File: src/flash_csr_cfg.svh
/*
  Offsets, field positions and reset values of the flash control and
  status register bank, with its interrupt registers.
  Assumes it is included by bare name wherever these constants are used.
*/
// How it works
// - Ready flag reads 0 while sequencer busy
// - Successful finish returns ready flag to 1
// - Failed operation keeps ready flag at 0
// - Reset: ready reads 1, all else 0
// - Command while busy jams further commands
// - Read-write command issue flag at bit 1
// - Bit 2 reads 0 flash, 1 mask ROM
// - Bits 7:4 report four area protect states
// - Writes into protected area are refused
// - Protect flags independent, any combination allowed
// - All four protected: refuse every command
`ifndef FLASH_CSR_CFG_SVH
`define FLASH_CSR_CFG_SVH

// ----------------------------------------------------------------
// Register byte addresses
// ----------------------------------------------------------------
`define CSR_STATUS_ADDR 32'hFFFFE520
`define CSR_IRQ_STAT_ADDR 32'hFFFFE524
`define CSR_IRQ_MASK_ADDR 32'hFFFFE528

// ----------------------------------------------------------------
// Status register fields
// ----------------------------------------------------------------
`define READY_BIT 0
`define ISSUE_BIT 1
`define ROMK_BIT 2
`define PROT_LSB 4
`define PROT_MSB 7
`define STATUS_RST 32'h00000001
`define SECURE_CODE 4'hF

// ----------------------------------------------------------------
// Interrupt event bits and reset values
// ----------------------------------------------------------------
`define EV_DONE 0
`define EV_FAIL 1
`define EV_COLLIDE 2
`define EV_REFUSE 3
`define EV_W 4
`define IRQ_RST 4'h0

`endif

File: src/flash_csr_pkg.sv
/*
  Types shared by the flash control and status register bank.
  Assumes nothing beyond a SystemVerilog compiler.
*/
package flash_csr_pkg;

  // ----------------------------------------------------------------
  // Carriers
  // ----------------------------------------------------------------
  // Command from the CPU side toward the flash interface
  typedef struct packed {
    logic valid;    // One-cycle strobe
    logic is_reset; // Reset command
    logic is_write; // Programs or erases data
    logic [1:0] area; // Target protection area
  } cmd_req_t;

  // Sequencer events, each a one-cycle pulse
  typedef struct packed {
    logic start;
    logic done;
    logic fail;
  } seq_evt_t;

  // ----------------------------------------------------------------
  // Sequencer tracking states
  // ----------------------------------------------------------------
  typedef enum logic [1:0] {
    ST_READY = 2'b00,
    ST_BUSY = 2'b01,
    ST_STUCK = 2'b10
  } seq_state_t;

endpackage

File: src/flash_ctrl_status.sv
/*
  APB register bank for flash control and status, with command gate
  and a masked interrupt.
  Assumes an APB master on mclk, a sequencer giving one-cycle events,
  and protect and mask ROM levels synchronous to mclk.
*/
// Local design decision: register access over APB.
`include "flash_csr_cfg.svh"

module flash_ctrl_status #(
  parameter int ADDR_W = 32,
  parameter int AREAS = 4
) (
  input wire logic mclk,
  input wire logic reset,
  input wire logic psel,
  input wire logic penable,
  input wire logic pwrite,
  input wire logic [ADDR_W-1:0] paddr,
  input wire logic [31:0] pwdata,
  output logic [31:0] prdata,
  output logic pready,
  output logic pslverr,
  input wire flash_csr_pkg::seq_evt_t seq_evt,
  input wire logic [AREAS-1:0] area_protect,
  input wire logic mask_rom_strap,
  input wire flash_csr_pkg::cmd_req_t cmd,
  output flash_csr_pkg::cmd_req_t cmd_fwd,
  output logic cmd_refuse,
  output logic cmd_issue_flag,
  output logic irq
);

  // ----------------------------------------------------------------
  // Elaboration checks
  // ----------------------------------------------------------------
  // Field layout fixes four areas and full 32-bit addresses
  if (AREAS != 4) begin : g_bad_areas
    $error("AREAS must be 4");
  end
  if (ADDR_W != 32) begin : g_bad_addr
    $error("ADDR_W must be 32");
  end

  // ----------------------------------------------------------------
  // Declarations
  // ----------------------------------------------------------------
  logic ready; // Sequencer can take a command
  logic busy; // Automatic operation running
  logic issue_reg; // Command issue flag
  logic rom_kind_reg; // Captured mask ROM strap
  logic strap_taken_reg; // Strap capture done
  logic [AREAS-1:0] prot_reg; // Registered protect flags
  logic jam_reg; // Commands locked out after collision
  logic [`EV_W-1:0] irq_stat_reg; // Sticky events
  logic [`EV_W-1:0] irq_stat_next;
  logic [`EV_W-1:0] irq_mask_reg; // Event enables
  logic [31:0] prdata_reg;
  logic pready_reg;
  logic pslverr_reg;
  logic irq_reg;
  flash_csr_pkg::cmd_req_t cmd_fwd_reg;
  logic cmd_refuse_reg;
  logic setup; // APB setup cycle
  logic wr_commit; // Write takes effect
  logic secure; // All areas protected
  logic area_locked; // Write aims at protected area
  logic cmd_ok; // Command passes the gate
  logic collide; // Command while busy
  logic [`EV_W-1:0] events; // Raw event pulses

  // ----------------------------------------------------------------
  // Address decode
  // ----------------------------------------------------------------
  // True when the address names one of the three registers
  function automatic logic is_mapped(input logic [ADDR_W-1:0] a);
    is_mapped = (a == `CSR_STATUS_ADDR) || (a == `CSR_IRQ_STAT_ADDR) ||
                (a == `CSR_IRQ_MASK_ADDR);
  endfunction

  // Status word; reserved bits pinned to zero
  function automatic logic [31:0] status_word(input logic rdy, input logic iss,
                                              input logic rk, input logic [3:0] pr);
    logic [31:0] w;
    w = 32'h00000000;
    w[`READY_BIT] = rdy;
    w[`ISSUE_BIT] = iss;
    w[`ROMK_BIT] = rk;
    w[`PROT_MSB:`PROT_LSB] = pr;
    status_word = w;
  endfunction

  assign setup = psel && !penable;
  assign wr_commit = psel && penable && pready_reg && pwrite && is_mapped(paddr);

  // ----------------------------------------------------------------
  // Sequencer tracking
  // ----------------------------------------------------------------
  ready_tracker u_tracker (
    .mclk(mclk),
    .reset(reset),
    .evt(seq_evt),
    .reset_cmd(cmd_ok && cmd.is_reset),
    .ready(ready),
    .busy(busy)
  );

  // ----------------------------------------------------------------
  // Command gate
  // ----------------------------------------------------------------
  // Each area checked on its own, any mix may be set
  assign area_locked = cmd.is_write && prot_reg[cmd.area];
  assign secure = (prot_reg == `SECURE_CODE);
  assign collide = cmd.valid && !cmd.is_reset && busy;
  // Reset command bypasses ready and jam, never the secure lock
  assign cmd_ok = cmd.valid && !secure &&
                  (cmd.is_reset || (ready && !jam_reg && !area_locked));

  // Forward or refuse, one-cycle pulse either way
  always_ff @(posedge mclk or posedge reset) begin
    if (reset) begin
      cmd_fwd_reg <= '0;
      cmd_refuse_reg <= 1'b0;
    end else begin
      cmd_fwd_reg <= cmd_ok ? cmd : '0;
      cmd_refuse_reg <= cmd.valid && !cmd_ok;
    end
  end

  // Collision lock; cleared by an accepted reset command
  always_ff @(posedge mclk or posedge reset) begin
    if (reset) begin
      jam_reg <= 1'b0;
    end else if (collide) begin
      jam_reg <= 1'b1;
    end else if (cmd_ok && cmd.is_reset) begin
      jam_reg <= 1'b0;
    end
  end

  // ----------------------------------------------------------------
  // Status inputs
  // ----------------------------------------------------------------
  // Protect flags follow the sequencer, one cycle late
  always_ff @(posedge mclk or posedge reset) begin
    if (reset) begin
      prot_reg <= '0;
    end else begin
      prot_reg <= area_protect;
    end
  end

  // Strap caught once after release; reset must not sample a port
  always_ff @(posedge mclk or posedge reset) begin
    if (reset) begin
      rom_kind_reg <= 1'b0;
      strap_taken_reg <= 1'b0;
    end else if (!strap_taken_reg) begin
      rom_kind_reg <= mask_rom_strap;
      strap_taken_reg <= 1'b1;
    end
  end

  // ----------------------------------------------------------------
  // Writable registers
  // ----------------------------------------------------------------
  // Only bit 1 of status is writable; others ignored
  always_ff @(posedge mclk or posedge reset) begin
    if (reset) begin
      issue_reg <= 1'b0;
    end else if (wr_commit && paddr == `CSR_STATUS_ADDR) begin
      issue_reg <= pwdata[`ISSUE_BIT];
    end
  end

  // Mask register
  always_ff @(posedge mclk or posedge reset) begin
    if (reset) begin
      irq_mask_reg <= `IRQ_RST;
    end else if (wr_commit && paddr == `CSR_IRQ_MASK_ADDR) begin
      irq_mask_reg <= pwdata[`EV_W-1:0];
    end
  end

  // ----------------------------------------------------------------
  // Interrupt status
  // ----------------------------------------------------------------
  always_comb begin
    events = '0;
    events[`EV_DONE] = seq_evt.done && busy;
    events[`EV_FAIL] = seq_evt.fail && busy;
    events[`EV_COLLIDE] = collide;
    events[`EV_REFUSE] = cmd.valid && !cmd_ok;
    irq_stat_next = irq_stat_reg;
    if (wr_commit && paddr == `CSR_IRQ_STAT_ADDR) begin
      irq_stat_next = irq_stat_next & ~pwdata[`EV_W-1:0];
    end
    // Set after clear so an event in the clearing cycle survives
    irq_stat_next = irq_stat_next | events;
  end

  // Sticky bits and level interrupt
  always_ff @(posedge mclk or posedge reset) begin
    if (reset) begin
      irq_stat_reg <= `IRQ_RST;
      irq_reg <= 1'b0;
    end else begin
      irq_stat_reg <= irq_stat_next;
      irq_reg <= |(irq_stat_next & irq_mask_reg);
    end
  end

  // ----------------------------------------------------------------
  // APB read and handshake
  // ----------------------------------------------------------------
  // Answer prepared in setup, so every access has no wait state
  always_ff @(posedge mclk or posedge reset) begin
    if (reset) begin
      prdata_reg <= 32'h00000000;
      pready_reg <= 1'b0;
      pslverr_reg <= 1'b0;
    end else if (setup) begin
      pready_reg <= 1'b1;
      pslverr_reg <= !is_mapped(paddr);
      prdata_reg <= 32'h00000000;
      if (!pwrite) begin
        unique case (paddr)
          `CSR_STATUS_ADDR: begin
            prdata_reg <= status_word(ready, issue_reg, rom_kind_reg, prot_reg);
          end
          `CSR_IRQ_STAT_ADDR: begin
            prdata_reg <= {28'h0000000, irq_stat_reg};
          end
          `CSR_IRQ_MASK_ADDR: begin
            prdata_reg <= {28'h0000000, irq_mask_reg};
          end
          default: begin
            prdata_reg <= 32'h00000000; // Unmapped reads zero
          end
        endcase
      end
    end else begin
      pready_reg <= 1'b0;
      pslverr_reg <= 1'b0;
    end
  end

  assign prdata = prdata_reg;
  assign pready = pready_reg;
  assign pslverr = pslverr_reg;
  assign irq = irq_reg;
  assign cmd_fwd = cmd_fwd_reg;
  assign cmd_refuse = cmd_refuse_reg;
  // Flag reaches the flash interface; software owns it
  assign cmd_issue_flag = issue_reg;
endmodule

File: src/ready_tracker.sv
/*
  Follows the flash sequencer through ready, busy and stuck.
  Assumes one-cycle event pulses on the same clock as the bank.
*/
module ready_tracker (
  input wire logic mclk,
  input wire logic reset,
  input wire flash_csr_pkg::seq_evt_t evt,
  input wire logic reset_cmd,
  output logic ready,
  output logic busy
);

  flash_csr_pkg::seq_state_t state_reg; // Current phase

  // ----------------------------------------------------------------
  // Phase register
  // ----------------------------------------------------------------
  // Reset lands in ready so the flag reads 1 at power on
  always_ff @(posedge mclk or posedge reset) begin
    if (reset) begin
      state_reg <= flash_csr_pkg::ST_READY;
    end else begin
      unique case (state_reg)
        flash_csr_pkg::ST_READY: begin
          if (evt.start) begin
            state_reg <= flash_csr_pkg::ST_BUSY;
          end
        end
        flash_csr_pkg::ST_BUSY: begin
          if (evt.fail) begin
            state_reg <= flash_csr_pkg::ST_STUCK;
          end else if (evt.done) begin
            state_reg <= flash_csr_pkg::ST_READY;
          end
        end
        flash_csr_pkg::ST_STUCK: begin
          // Only a reset command frees a failed sequencer
          if (reset_cmd) begin
            state_reg <= flash_csr_pkg::ST_READY;
          end
        end
        default: begin
          state_reg <= flash_csr_pkg::ST_READY; // Illegal code
        end
      endcase
    end
  end

  // Ready only in the ready phase; stuck keeps it low
  assign ready = (state_reg == flash_csr_pkg::ST_READY);
  assign busy = (state_reg == flash_csr_pkg::ST_BUSY);

endmodule

File: config.mk
export PLATFORM = sky130hd
export DESIGN_NAME = flash_ctrl_status
export DESIGN_NICKNAME = d
export VERILOG_FILES = /design/src/flash_csr_pkg.sv /design/src/flash_ctrl_status.sv /design/src/ready_tracker.sv
export VERILOG_INCLUDE_DIRS = /design/src
export SDC_FILE = /design/constraint.sdc
export NUM_CORES = 1
export LEC_CHECK = 0
export ABC_AREA = 1
export BUFFER_PORTS_ARGS = -buffer_cell sky130_fd_sc_hd__buf_2
export CORE_MARGIN = 1
export CORE_UTILIZATION = 25
export CTS_BUF_LIST = sky130_fd_sc_hd__clkbuf_8
export DETAILED_ROUTE_END_ITERATION = 10
export SETUP_SLACK_MARGIN = 0.4
export SLEW_MARGIN = 10
export SYNTH_ARGS = -nofsm -noshare
export SYNTH_HDL_FRONTEND = slang
export SYNTH_SLANG_ARGS = --single-unit
File: constraint.sdc
create_clock -name mclk -period 1.5 [get_ports mclk]
set_input_delay 0.075 -clock mclk [delete_from_list [all_inputs] [get_ports mclk]]
set_output_delay 0.075 -clock mclk [all_outputs]
set_load 0.05 [all_outputs]
[After elaboration in Yosys (flattened, before gate mapping)]
Index checks and enable logic that the tools add are counted.
Operators by class
  eq/ne operators: 9
  mux-type cells: 15
  magnitude comparators: 1
  reductions and logical operators: 33
  bitwise operators: 4
Operators with widths (number)
  $eq A32 B32 Y1 const B: 3
  $pmux W8 S3: 1
  $logic_and A1 B1 Y1: 19
  $and A4 B4 Y4: 2
  $mux W2: 4
  $mux W8: 1
  $logic_not A1 Y1: 7
  $pmux W2 S3: 1
  $mux W1: 5
  $mux W5: 1
  $eq A4 B4 Y1 const B: 1
  $mux W4: 1
  $not A4 Y4: 1
  $or A4 B4 Y4: 1
  $reduce_or A4 Y1: 1
  $logic_or A1 B1 Y1: 3
  $lt A2 B3 Y1 const B: 1
  $ne A3 B3 Y1 const B: 1
  $reduce_and A3 Y1: 1
  $bmux W1 S2: 1
  $eq A2 B1 Y1 const B: 1
  $eq A2 B2 Y1 const B: 1
  $logic_not A2 Y1: 1
  $ne A2 B1 Y1 const B: 1
  2 further kinds: 2
Storage, ports and cells
  input bits: 82
  word-level logic and storage cells: 79
  output and inout bits: 42
  bits in registers: 59

[Longest topological paths before layout]
  depth after elaboration: 12
  gate-level depth with buffers: 12
  mapped depth without buffers: 12

[By module]
A second synthesis with hierarchy kept.
Second synthesis, totals
  cell total of the unflattened synthesis: 270
  area total of the unflattened synthesis: 2053.2 um2
Modules (own cells, without submodules)
  flash_ctrl_status: sequential area each 825.8 um2, times used 1, cells an instance 257, area an instance 1951.9 um2
  ready_tracker: sequential area each 50.0 um2, times used 1, cells an instance 13, area an instance 101.3 um2

[Worst setup path before layout]
No wires, ideal clock.
  path type: reg-to-reg
  from: register pready_reg, in the netlist pready
  to: register irq_reg, in the netlist irq
  period minus slack after synthesis: 1583 ps
  cell stages (with the launch flop): 10
  arrival: 1468 ps
  slack: -83 ps
  library setup time: 116 ps
  buffers on the path: 0
  cell sequence: dfrtp_1 -> nand2_1 -> nor2_2 -> nand3_2 -> nand2_1 -> nand3_2 -> nand2_1 -> nand2_1 -> inv_1 -> nand2_1
On the way
  longest elaborated chain between the ends: 8
Ends and longest elaborated chain
  start: declaration: line flash_ctrl_status.sv:59  | logic pready_reg;
  start signal: assignment: line flash_ctrl_status.sv:220  | pready_reg <= 1'b0;
  start signal: assignment: line flash_ctrl_status.sv:223  | pready_reg <= 1'b1;
  start signal: assignment: line flash_ctrl_status.sv:243  | pready_reg <= 1'b0;
  $logic_and A1 B1 Y1 (3 in series): line flash_ctrl_status.sv:94  | assign wr_commit = psel && penable && pready_reg && pwrite && is_mapped(paddr);
  $logic_and A1 B1 Y1 (no line)
  $mux W4: line flash_ctrl_status.sv:195  | if (wr_commit && paddr == `CSR_IRQ_STAT_ADDR) begin
  $or A4 B4 Y4: line flash_ctrl_status.sv:199  | irq_stat_next = irq_stat_next | events;
  via irq_stat_next[3]: line flash_ctrl_status.sv:56  | logic [`EV_W-1:0] irq_stat_next;
  $and A4 B4 Y4: line flash_ctrl_status.sv:209  | irq_reg <= |(irq_stat_next & irq_mask_reg);
  $reduce_or A4 Y1: line flash_ctrl_status.sv:209
  end signal: assignment: line flash_ctrl_status.sv:209
  end: declaration: line flash_ctrl_status.sv:61  | logic irq_reg;
The timed path passes the listed nets, and every way through them passes these cells.
A chain may end at the register's enable or synchronous reset.

[Worst setup path in the final report]
  from: register prot_reg[2]
  to: register irq_reg, in the netlist irq
On the way
  longest elaborated chain between the ends: 12
  elaborated cells on any way between the ends: 15
  classes of those cells: 1 x eq/ne; 2 x mux; 2 x bitwise; 10 x reduce/logical
Ends and longest elaborated chain
  start: declaration: line flash_ctrl_status.sv:53  | logic [AREAS-1:0] prot_reg;
  start signal: assignment: line flash_ctrl_status.sv:149  | prot_reg <= area_protect;
  $bmux W1 S2: line flash_ctrl_status.sv:112  | assign area_locked = cmd.is_write && prot_reg[cmd.area];
  $mux W1 (implied by the code): line flash_ctrl_status.sv:112
  $logic_and A1 B1 Y1: line flash_ctrl_status.sv:112
  $logic_not A1 Y1: line flash_ctrl_status.sv:117  | (cmd.is_reset || (ready && !jam_reg && !area_locked));
  $logic_and A1 B1 Y1: line flash_ctrl_status.sv:117
  $logic_or A1 B1 Y1: line flash_ctrl_status.sv:117
  $logic_and A1 B1 Y1 (*): line flash_ctrl_status.sv:116  | assign cmd_ok = cmd.valid && !secure &&
  $logic_not A1 Y1 (*): line flash_ctrl_status.sv:193  | events[`EV_REFUSE] = cmd.valid && !cmd_ok;
  $logic_and A1 B1 Y1 (*): line flash_ctrl_status.sv:193
  $or A4 B4 Y4 (*): line flash_ctrl_status.sv:199
  via irq_stat_next[3]: line flash_ctrl_status.sv:56
  $and A4 B4 Y4 (*): line flash_ctrl_status.sv:209
  $reduce_or A4 Y1 (*): line flash_ctrl_status.sv:209
Mark *: on every way through the listed nets, which the timed path passes. The rest lies on a longest branch. The select of a mux whose other input is x is not followed.

==> metrics.txt <==
M1 GR Usage=0.146; drt wl/cell=10.3 um; worst endpoint required time=1.68 ns; Worst Path Max Fanout=2; CTS tree=yes; Max rail drop VDD=~0.46 mV; count leader, synth=nand2_1; GRT Total Usage=0.120; syn_area_per_cell=7.74 um^2; root buffer cell=clkbuf_8; fmax=approximately 0.79 GHz; vias per cell=4.01; crit path time final=1.27 ns; synth top area cells=dfrtp_1 45%, nand2_1 16%, buf_4 9.7%; hold slack final=0.00239 ns; Hold Fails Final Rpt=0; GRT overflow=0; Routability Congestion=about 0.84; Nets=430; Slew Limit Fails=0; crit start category=register; Yosys cell types=25; Adder-Cell Fraction of Synth Area=0; sequential fraction of the synthesis area=0.455; RSZ-0062 raised after global routing=true; met3 Use GR=0.0355; Final Cell Area=2720 um^2; register bit total from synthesis=35; TNS Setup=0 ns; xor-xnor portion of the synthesized cell area=0; Power Total=2640 uW; post-synth top area share=0.455; Die Ht=between 80 and 90 um; asr flop ratio synth=1.00; vias in the first global route=1838; DRC errors left=0; H-tree Lvls=2; Synth Area in Compound Gates=0.0305; Post-synth top flop=dfrtp_1; TritonCTS Buffers=5; post-detail-place hpwl=about 3.6 mm; largest family of logic cells by synthesized area=simple AND/OR/NAND/NOR gates; die width=89.8 um; Most Crowded Layer GR=met2; Simple-Gate Fraction of Synth Area=0.332; clk sink count=35; Yosys top cell by area=dfrtp_1; Area Growth Syn to Fin=41.2%; final wirelength=4.61 mm; post-synthesis cell area=between 1500 and 2000 um^2; Worst Skew=0.00316 ns; Gate Count Post-Synth=~250; clk_lat worst skew=0.28 ns; Pleak=0.00156 uW; first-pass GRT wire length=7.87 mm; max reg flops=8; final antenna-violating net count=0; Setup CP Type=register to register; Synthesis Warnings=0; I/O pin total=approximately 120; final antenna diode count=0; clk slew on worst S/H paths=0.07 ns; layout cells sized above 1=0.372; FILL cells=778; CP arrival=1.45 ns; fin crit share=0.845; Worst Setup End Kind=register; Initial DRC Count=between 80 and 90; total number of vias=between 1500 and 2000; number of synthesized flops with an enable pin=0; starting density of the core=0.261; top cells by count, synth=81 x nand2_1, 35 x dfrtp_1, 34 x inv_1; Die ar.=about 8100 um^2; antenna violations before repair=0; core area=7370 um^2; max-cap violations=0; mux cell area share after synthesis=0.00584; first-pass iteration count of the detailed router=4; largest net degree at the start of global routing=36; P per Cell Area=between 900 and 1000 nW/um^2; standard-cell rows=31; CTS Buffer Depth=2; met2 Usage GRT=0.206; count of input and output buffers=71; status=finished, final reports clean; final setup fails=0; hold crit path type=input pin to register; area post-placement=2370 um^2
==> layer usage <==
layer  vias to the layer above  wire length, um  share of wire
met2                        53             2330           0.50
li1                        918                -              -
met4                         0               57          0.012
met5                         -                0              0
met3                         4              225          0.049
met1                       821             2000           0.43
==> layout by cell type, fill, tap and decap left out, drive strengths merged <==
cell         count
clkinv           2
nor4             1
nand2           83
clkbuf           6
or2              1
nor2            24
nand4            9
o41ai            1
bufinv           1
dlygate4sd3      9
mux2             1
inv             35
nand3           18
conb            25
dfrtp           35
buf             86
o211a            1
o21ai            8
and3             1
nor3b            2
==> path summary, 6_finish.rpt <==
kind / start / endpoint / slack (ns) / cells after the start
max: prot_reg[2]$_DFF_PP0_ / irq$_DFF_PP0_ / 0.23 / 13
min reg2reg: prdata[1]$_DFFE_PP0P_ / prdata[1]$_DFFE_PP0P_ / 0.48 / 2
min: cmd[2] / cmd_fwd[2]$_DFF_PP0_ / 0.002 / 3
min in group asynchronous: reset / prdata[3]$_DFFE_PP0P_ / 0.43 / 4
max reg2reg: prot_reg[2]$_DFF_PP0_ / irq$_DFF_PP0_ / 0.23 / 13
max in group asynchronous: reset / pready$_DFF_PP0_ / 0.74 / 4
==> worst max-delay path, cell delays in order, from the launching register on <==
cell,delay (ns)
dfrtp_1,0.38
inv_2,0.08
buf_6,0.11
nand2_4,0.04
nand3_2,0.05
nand2_1,0.05
nand2_1,0.07
nand2_2,0.06
nand3_2,0.08
nand3_2,0.07
nand2_1,0.06
nand2_1,0.04
inv_1,0.04
nand2_1,0.04
==> power by group <==
part,internal [uW],total (uW),switching (uW)
Combinational,225,694,469
Sequential,1020,1070,45.4
Clock,538,874,337
Total,1780,2640,851
==> metrics by stage <==
stage	util	std cells	setup WS, ns
finish	0.369	448	0.232
global route	0.369	448	0.147
CTS	0.358	444	0.229
detailed placement	0.322	424	0.100
global placement	0.322	424	0.110
floorplan	-	272	0.133
==> cells by family (layout without fill, tap and decap cells) <==
family / after synthesis / count (layout)
muxes: 1 / 1
and+or+nand+nor: 139 / 139
other: 2 / 25
AOI/OAI and AO/OA: 10 / 10
DFF: 35 / 35
buffers and inverters: 62 / 139
==> what timing repair did <==
item,4_1_cts,5_1_grt
resized for setup,11,18
endpoints found under the hold margin,41,0
setup endpoints to repair,14,19
pin swaps,7,6
hold buffers,9,0
buffers inserted,3,4
==> final cells by class <==
type,count,area (um^2),share of cell area
multi-input cells,175,881,0.324
flip-flops and latches,35,877,0.322
repair buffers,95,586,0.215
inverters,36,135,0.0497
well taps,99,124,0.0455
clock buffers,6,82.6,0.0304
clock inverters,2,35.0,0.0129
Power figures use the tool's default switching activity.
